**src/include/fifo_thresh_regs.svh**
```systemverilog
// Register offsets, field positions, reset values and sizes of the bank
`ifndef FIFO_THRESH_REGS_SVH
`define FIFO_THRESH_REGS_SVH
`define ADDR_WATERMARK_CFG 8'hC3
`define ADDR_OCCUPANCY 8'hC4
`define ADDR_WIRING 8'hC5
`define ADDR_ABS_LOW 8'hC7
`define ADDR_ABS_HIGH 8'hC8
`define ADDR_DELTA_LOW 8'hC9
`define ADDR_DELTA_HIGH 8'hCA
`define RST_WATERMARK_CFG 8'h00
`define RST_OCCUPANCY 8'h40
`define RST_WIRING 8'h00
`define RST_THRESHOLD 16'h0000
`define FLUSH_BIT 7
`define EMPTY_BIT 6
`define FULL_BIT 5
`define WIRING_BIT 0
`define FIFO_FULL_LEVEL 5'h10
`define FLAG_OVERFLOW 0
`define FLAG_UNDERFLOW 1
`define FLAG_WM_HIGH 2
`define FLAG_WM_LOW 3
`define FLAG_ABS 5
`define FLAG_DELTA 6
`define FLAG_USED_MASK 8'h6F
`endif

```
**src/include/fifo_thresh_pkg.sv**
```systemverilog
// Types carried between the register bank and its neighbours
package fifo_thresh_pkg;
    typedef struct packed {
        logic wr;
        logic rd;
        logic [7:0] addr;
        logic [7:0] wdata;
    } host_req_type;
    typedef struct packed {
        logic pair_push;
        logic pair_pop;
        logic press_valid;
        logic signed [15:0] press_code;
    } meas_event_type;
endpackage

```
**src/design/fifo_and_threshold_registers.sv**
```systemverilog
// FIFO watermark, occupancy, wiring select and pressure threshold bank
//
// Notes on behaviour
// - Rising level equal to nonzero upper watermark raises high-mark flag.
// - Upper watermark of zero disables the high-mark check entirely.
// - Falling level equal to lower watermark raises low-mark flag.
// - Writing one to flush bit empties FIFO; writing zero changes nothing.
// - Empty bit reads one exactly when level is zero.
// - Full bit reads one when level reaches sixteen.
// - Level counts sixteenths, zero to 10000; higher codes never appear.
// - Wiring bit: zero four-wire, one three-wire with shared data line.
// - Absolute threshold is sixteen bits from low and high byte.
// - Delta threshold is sixteen bits from low and high byte.
// - Absolute flag sets when a result crosses threshold either way.
// - Delta flag sets when consecutive results differ beyond threshold.
// - Overflow flag sets when a pair arrives with no fetch while FIFO is full.
// - Status flags stay set until host writes one; zero leaves them.
`timescale 1ns/10ps
`include "fifo_thresh_regs.svh"

module fifo_and_threshold_registers
    import fifo_thresh_pkg::*;
(
    input wire logic ref_clk,
    input wire logic srst,
    input wire host_req_type host_req,
    input wire meas_event_type meas,
    input wire logic [7:0] flag_clear,
    output logic [7:0] read_data,
    output logic [7:0] status_flags,
    output logic [4:0] fifo_level,
    output logic fifo_flush,
    output logic three_wire,
    output logic signed [15:0] abs_threshold,
    output logic [15:0] delta_threshold
);

    // ------------------------------------------------------------
    // State
    // ------------------------------------------------------------
    logic [7:0] watermark_cfg;
    logic signed [15:0] prev_code;
    logic prev_valid;
    logic [7:0] next_read_data;
    logic [7:0] next_status_flags;
    logic [4:0] next_fifo_level;
    logic next_fifo_flush;
    logic next_three_wire;
    logic signed [15:0] next_abs_threshold;
    logic [15:0] next_delta_threshold;
    logic [7:0] next_watermark_cfg;
    logic signed [15:0] next_prev_code;
    logic next_prev_valid;

    logic [3:0] upper_watermark;
    logic [3:0] lower_watermark;
    logic flush_req;
    logic [7:0] events;
    logic signed [16:0] diff;
    logic [16:0] magnitude;
    logic above_now;
    logic above_prev;

    assign upper_watermark = watermark_cfg[7:4];
    assign lower_watermark = watermark_cfg[3:0];
    assign flush_req = host_req.wr && host_req.addr == `ADDR_OCCUPANCY
        && host_req.wdata[`FLUSH_BIT];

    // ------------------------------------------------------------
    // Next-value logic
    // ------------------------------------------------------------
    always_comb begin
        next_watermark_cfg = watermark_cfg;
        next_three_wire = three_wire;
        next_abs_threshold = abs_threshold;
        next_delta_threshold = delta_threshold;
        next_fifo_level = fifo_level;
        next_fifo_flush = flush_req;
        next_prev_code = prev_code;
        next_prev_valid = prev_valid;
        events = 8'h00;
        diff = 17'sh0;
        magnitude = 17'h0;
        above_now = 1'b0;
        above_prev = 1'b0;

        if (host_req.wr) begin
            unique case (host_req.addr)
                `ADDR_WATERMARK_CFG: next_watermark_cfg = host_req.wdata;
                `ADDR_WIRING:
                    next_three_wire = host_req.wdata[`WIRING_BIT];
                `ADDR_ABS_LOW:
                    next_abs_threshold[7:0] = host_req.wdata;
                `ADDR_ABS_HIGH:
                    next_abs_threshold[15:8] = host_req.wdata;
                `ADDR_DELTA_LOW:
                    next_delta_threshold[7:0] = host_req.wdata;
                `ADDR_DELTA_HIGH:
                    next_delta_threshold[15:8] = host_req.wdata;
                default: ;
            endcase
        end

        // Flush beats any push or fetch in the same cycle
        if (flush_req) begin
            next_fifo_level = 5'h00;
        end else if (meas.pair_push && !meas.pair_pop) begin
            if (fifo_level == `FIFO_FULL_LEVEL) begin
                events[`FLAG_OVERFLOW] = 1'b1;
            end else begin
                next_fifo_level = fifo_level + 5'h01;
            end
        end else if (meas.pair_pop && !meas.pair_push) begin
            if (fifo_level == 5'h00) begin
                events[`FLAG_UNDERFLOW] = 1'b1;
            end else begin
                next_fifo_level = fifo_level - 5'h01;
            end
        end else if (meas.pair_pop && fifo_level == 5'h00) begin
            // Fetch from an empty FIFO still underflows
            events[`FLAG_UNDERFLOW] = 1'b1;
            next_fifo_level = 5'h01;
        end

        if (next_fifo_level > fifo_level && upper_watermark != 4'h0
            && next_fifo_level == {1'b0, upper_watermark}) begin
            events[`FLAG_WM_HIGH] = 1'b1;
        end
        if (next_fifo_level < fifo_level
            && next_fifo_level == {1'b0, lower_watermark}) begin
            events[`FLAG_WM_LOW] = 1'b1;
        end

        if (meas.press_valid) begin
            above_now = meas.press_code >= abs_threshold;
            above_prev = prev_code >= abs_threshold;
            diff = 17'(meas.press_code) - 17'(prev_code);
            magnitude = diff[16] ? 17'(-diff) : 17'(diff);
            if (prev_valid && above_now != above_prev) begin
                events[`FLAG_ABS] = 1'b1;
            end
            if (prev_valid && magnitude > {1'b0, delta_threshold}) begin
                events[`FLAG_DELTA] = 1'b1;
            end
            next_prev_code = meas.press_code;
            next_prev_valid = 1'b1;
        end

        // A new event wins over a clear arriving in the same cycle
        next_status_flags = ((status_flags & ~flag_clear) | events)
            & `FLAG_USED_MASK;

        next_read_data = 8'h00;
        if (host_req.rd) begin
            unique case (host_req.addr)
                `ADDR_WATERMARK_CFG: next_read_data = watermark_cfg;
                `ADDR_OCCUPANCY: next_read_data = {1'b0,
                    fifo_level == 5'h00, fifo_level == `FIFO_FULL_LEVEL,
                    fifo_level};
                `ADDR_WIRING: next_read_data = {7'h00, three_wire};
                `ADDR_ABS_LOW: next_read_data = abs_threshold[7:0];
                `ADDR_ABS_HIGH: next_read_data = abs_threshold[15:8];
                `ADDR_DELTA_LOW: next_read_data = delta_threshold[7:0];
                `ADDR_DELTA_HIGH: next_read_data = delta_threshold[15:8];
                default: next_read_data = 8'h00;
            endcase
        end
    end

    // ------------------------------------------------------------
    // Registers
    // ------------------------------------------------------------
    always_ff @(posedge ref_clk) begin
        if (srst) begin
            watermark_cfg <= `RST_WATERMARK_CFG;
            three_wire <= 1'(`RST_WIRING);
            abs_threshold <= `RST_THRESHOLD;
            delta_threshold <= `RST_THRESHOLD;
            fifo_level <= 5'h00;
            fifo_flush <= 1'b0;
            status_flags <= 8'h00;
            read_data <= 8'h00;
            prev_code <= 16'sh0000;
            prev_valid <= 1'b0;
        end else begin
            watermark_cfg <= next_watermark_cfg;
            three_wire <= next_three_wire;
            abs_threshold <= next_abs_threshold;
            delta_threshold <= next_delta_threshold;
            fifo_level <= next_fifo_level;
            fifo_flush <= next_fifo_flush;
            status_flags <= next_status_flags;
            read_data <= next_read_data;
            prev_code <= next_prev_code;
            prev_valid <= next_prev_valid;
        end
    end
endmodule

```
**config.mk**
```make
export PLATFORM = sky130hd
export DESIGN_NAME = fifo_and_threshold_registers
export DESIGN_NICKNAME = d
export VERILOG_FILES = /design/src/include/fifo_thresh_pkg.sv /design/src/design/fifo_and_threshold_registers.sv
export VERILOG_INCLUDE_DIRS = /design/src /design/src/include
export SDC_FILE = /design/constraint.sdc
export NUM_CORES = 1
export LEC_CHECK = 0
export BUFFER_PORTS_ARGS = -buffer_cell sky130_fd_sc_hd__buf_2
export CAP_MARGIN = 20
export CORE_MARGIN = 10
export CORE_UTILIZATION = 50
export CTS_CLUSTER_SIZE = 40
export DETAILED_ROUTE_END_ITERATION = 7
export PLACE_DENSITY = 0.71
export SLEW_MARGIN = 30
export SYNTH_ARGS = -nofsm -noshare
export SYNTH_HDL_FRONTEND = slang
export SYNTH_SLANG_ARGS = --single-unit
```
**constraint.sdc**
```tcl
create_clock -name ref_clk -period 5.1 [get_ports ref_clk]
set_input_delay 1.275 -clock ref_clk [delete_from_list [all_inputs] [get_ports ref_clk]]
set_output_delay 1.275 -clock ref_clk [all_outputs]
set_load 0.05 [all_outputs]
```
; Word-level counts from Yosys, hierarchy flattened
; Cells that the tools add are included.
[totals]
ff_bits = 78
input_bits = 47
out_inout_bits = 55
elab_cells = 77
[classes]
n_addsub = 4
magnitude_cmp = 5
n_eq_ne = 11
muxes = 20
n_bitwise = 4
n_reduce_logical = 21
[ops]
columns = cell, n
row1 = $eq A8 B8 Y1 const B, 7
row2 = $pmux W8 S7, 1
row3 = $ge A16 B16 Y1, 2
row4 = $mux W5, 6
row5 = $gt A17 B16 Y1, 1
row6 = $mux W17, 1
row7 = $neg A17 Y17, 1
row8 = $sub A16 B16 Y17, 1
row9 = $reduce_and A2 Y1, 6
row10 = $eq A5 B4 Y1, 2
row11 = $logic_and A1 B1 Y1, 10
row12 = $mux W1, 10
row13 = $and A7 B7 Y7, 1
row14 = $not A7 Y7, 1
row15 = $or A7 B7 Y7, 1
row16 = $add A5 B1 Y5 const B, 1
row17 = $eq A5 B5 Y1 const B, 1
row18 = $gt A5 B5 Y1, 1
row19 = $logic_not A5 Y1, 1
row20 = $lt A5 B5 Y1, 1
row21 = $sub A5 B1 Y5 const B, 1
row22 = $mux W2, 2
row23 = $reduce_bool A4 Y1, 1
row24 = $logic_not A1 Y1, 2
row25 = other kinds (3), 3

; Longest topological paths before layout
[logic_depth]
depth_word = 11
ltp_mapped = 22
mapped_depth_nobuf = 22

; Worst setup path before layout
; OpenSTA, ideal clock, no wires.
[synth_timing]
path_kind = input to register
startpoint = input port meas[0] (netlist name)
endpoint = register status_flags[6]
t_arrival_ns = 5.254
t_required_ns = 4.963
path_slack_ns = -0.291
stages = 21
path_buffers = 1
path_cell_list = inv_1 ha_1 fa_1 nor2b_1 o2111a_1 nor3_2 o311ai_0 nand3_1 a31oi_1 buf_2 nor2_1 xor2_1 ha_1 and3_1 a221o_1 a21oi_1 a21oi_1 a211o_1 a21oi_1 o21a_1 a221oi_2
[synth_between]
elab_chain_cells = 8
[synth_lines]
columns = element, line
row1 = start: declaration, fifo_and_threshold_registers.sv:27  ; input wire meas_event_type meas,
row2 = $sub A16 B16 Y17 *, fifo_and_threshold_registers.sv:137  ; diff = 17'(meas.press_code) - 17'(prev_code);
row3 = $neg A17 Y17, fifo_and_threshold_registers.sv:138  ; magnitude = diff[16] ? 17'(-diff) : 17'(diff);
row4 = $mux W17 *, fifo_and_threshold_registers.sv:138
row5 = $gt A17 B16 Y1 *, fifo_and_threshold_registers.sv:142  ; if (prev_valid && magnitude > {1'b0, delta_threshold}) begin
row6 = $logic_and A1 B1 Y1 *, fifo_and_threshold_registers.sv:142
row7 = $mux W1 *, fifo_and_threshold_registers.sv:142
row8 = $mux W2 *, fifo_and_threshold_registers.sv:134  ; if (meas.press_valid) begin
row9 = $or A7 B7 Y7 *, fifo_and_threshold_registers.sv:150  ; next_status_flags = ((status_flags & ~flag_clear) | events)
row10 = end signal: assignment, fifo_and_threshold_registers.sv:192  ; status_flags <= next_status_flags;
row11 = end: declaration, fifo_and_threshold_registers.sv:30  ; output logic [7:0] status_flags,
; Every way passes the cells marked *; elsewhere a longest branch is shown, timed or not.
; A chain may end at the register's enable or synchronous reset.

; Final worst setup path
; Ends and elaborated chain as after synthesis.

==> metrics <==
Mean Syn Cell Area=7.799 um2; Least-Margin Pin Slew=0.7145 ns; min-delay src=status_flags[3]; largest net degree at the start of global routing=44; final hold vios=0; r2r endpoint=status_flags[6]; Initial Utilization=51.28%; GR Util All Layers=21.67%; yosys synthesis warning count=0; clk_skew=0.005717 ns; DP Area=6679 um2; CP bufs+invs=2; Slowest cell on crit path=o41a_1; CP peak stage delay=0.43 ns; level count of the clock H-tree=3; Final Cell Area=7099 um2; Req. time, crit path=5.36 ns; Synth Instances=754; DRT Pass-1 Iters=5; Core Area=11,470 um2; Antenna diodes=0; maximum VDD drop=0.2420 mV; Min-Delay Endpoint=status_flags[3]; async set or reset register ratio after synthesis=0%; share of layout cells above drive strength 1=19.41%; Placement Rows=39; Distinct cells, synth=57; count of final max-slew check failures=0; GPL Wtd Cong=0.9349; initial antenna violation count=0; fillers=1,044; sequential area share after synthesis=26.55%; DRC errors left=0; Fin Hold WS=0.4506 ns; Port Buffers=97; Post-DP HPWL=14,520 um; Worst setup EP type=flip-flop; Final Cycle Share=97.16%; Synth Register Bits=78; Ports=102; first-pass GRT wire length=28,970 um; clk root buf=clkbuf_16; hold path depth=2; vias in the first global route=5,657; drt wl/cell=18.11 um; Tot Pwr=2.246 mW; CTS Sinks=78; outcome=complete, no violations; crit-path cells=buf_2 > inv_2 > ha_4 > fa_2 > nor2b_2 > o2111a_2 > or2_4 > o41a_1 > xor2_1 > or2_4 > nor4_4 > a31oi_1 > xnor2_1 > ha_1 > and4_1 > nand3_2 > a21oi_2 > a211o_1 > a21oi_2 > o21a_1 > a221oi_2; Setup Viol. Count Final=0; Worst-path clk slew=0.06 ns; placed cell count=998; clock buffer count from CTS=9; Worst-Skew Late Latency=0.35 ns; largest cells by area after synthesis=dfxtp_1, ha_1, mux2i_1; DIE AREA=16,500 um2; max_slew headroom=51.86%; crit-path max FO=3; die height=128.5 um; worst hold path type=flip-flop to flip-flop; top post-synthesis cells by count=nand2_1, nor2_1, dfxtp_1; total power per unit cell area=316.4 nW/um2; r2r worst-path depth=19; Antenna Nets Post-Route=0; fin cells=1,019; CTS tree=yes; DR vias/cell=5.699; worst r2r src=prev_code[2]; critical path class=primary input to flip-flop; Die Wd=128.5 um; most instantiated library cell after synthesis=nand2_1; Layout area overhead=20.72%; main flop type after synthesis=dfxtp_1; global route overflow=0; Util after Layout=61.91%; crit start category=primary input; Clock Tree Buf Depth=2; post-synth top area cell=dfxtp_1; Reg2Reg Setup Slack=0.82 ns; Crit path max-delay family=compound AO/OA/AOI/OAI gates; total wire length=18,460 um; CP arrival=5.22 ns; max_cap viols=0; number of enable flip-flop cells after synthesis=0; Cell Area, Synth=5881 um2; share of the synthesized area in the top cell type=26.55%; f_max=201.8 MHz; via count=5,807; DRT iter0 DRCs=569; leakage=3.172 nW; Net count, final=991; minimum period implied by the final worst setup slack=4.955 ns
## stage by stage
| stage | setup TNS, ns | worst slack (ns) |
|---|---|---|
| finish | 0 | 0.1449 |
| global route | -0.02363 | -0.02363 |
| CTS | 0 | 0.005659 |
| detailed placement | -0.3786 | -0.3786 |
| global placement | -0.3147 | -0.3147 |
| floorplan | 0 | 0.003417 |
## how the worst max path moves through the flow
stage	startpoint	endpoint	slack (ns)	depth (start not counted)
finish	meas[0]	status_flags[6]	0.14	21
global route	meas[0]	status_flags[6]	-0.02	21
floorplan	meas[0]	status_flags[6]	0.003	21
CTS	meas[0]	status_flags[6]	0.006	21
global placement	meas[0]	status_flags[6]	-0.31	21
detailed placement	meas[0]	status_flags[6]	-0.38	21
## kinds of logic after synthesis
family | after synthesis | synth area share [%]
and+or+nand+nor | 277 | 22.36
adders and majority gates | 73 | 15.66
DFF | 78 | 26.55
xor gates and xnor gates | 37 | 5.511
other | 1 | 0.06377
buffers and inverters | 89 | 5.830
muxes | 47 | 8.021
AOI/OAI and AO/OA | 152 | 16.00
## layer usage
layer | track usage [%] | wire length [um] | vias to the layer above | part of all wire (%)
met5 | 0 | 0 | - | 0
li1 | - | - | 2855 | -
met2 | 35.33 | 8524 | 193 | 46
met4 | 9.007 | 571 | 0 | 3.1
met1 | 26.86 | 8014 | 2719 | 43
met3 | 5.092 | 1344 | 40 | 7.3
## layout by cell type, fill, tap and decap left out, drive strengths merged, types with 13 or more instances in the layout
cell type / instances
o21ai: 28
ha: 72
nand4: 13
a21oi: 61
xnor2: 19
nor3: 13
nand2: 83
dfxtp: 78
inv: 62
buf: 131
a21o: 14
nor2: 82
xor2: 18
mux2i: 46
nand3: 31
nor2b: 14
## layout make-up
cell class	count	area [um2]	share of cell area, %
flip-flops and latches	78	1562	22.00
well taps	143	178.9	2.520
inverters	62	232.7	3.278
clock inverters	5	60.06	0.8460
clock buffers	11	232.7	3.278
repair buffers	131	740.7	10.43
multi-input cells	589	4093	57.65
## worst register-to-register path: cells and delay by family, from the launching register on
family | cells | cell delay [ns]
buf+inv | 1 | 0.05
xor+xnor | 2 | 0.34
compound gates | 8 | 1.56
flops | 1 | 0.36
fa+ha+maj | 2 | 0.58
simple gates | 6 | 1.31
## registers in the layout, summed over array words and instances, names as in the netlist
| register | count |
|---|---|
| prev_code | 16 |
| status_flags | 6 |
| delta_threshold | 16 |
| fifo_level | 5 |
| watermark_cfg | 8 |
| abs_threshold | 16 |
| fifo_flush | 1 |
| prev_valid | 1 |
| read_data | 8 |
| three_wire | 1 |
## what timing repair did
action | in CTS | in global routing
gates cloned | 0 | 1
hold buffers | 0 | 0
pin swaps | 1 | 15
setup buffers | 0 | 4
gates resized for setup | 0 | 19
endpoints found under the setup margin | 1 | 1
## power by group
part | switching, mW | leakage, nW | internal (mW)
sequential | 0.0403 | 0.633 | 0.635
clock | 0.273 | 0.140 | 0.380
combinational | 0.533 | 2.40 | 0.385
Power figures use the tool's default switching activity.
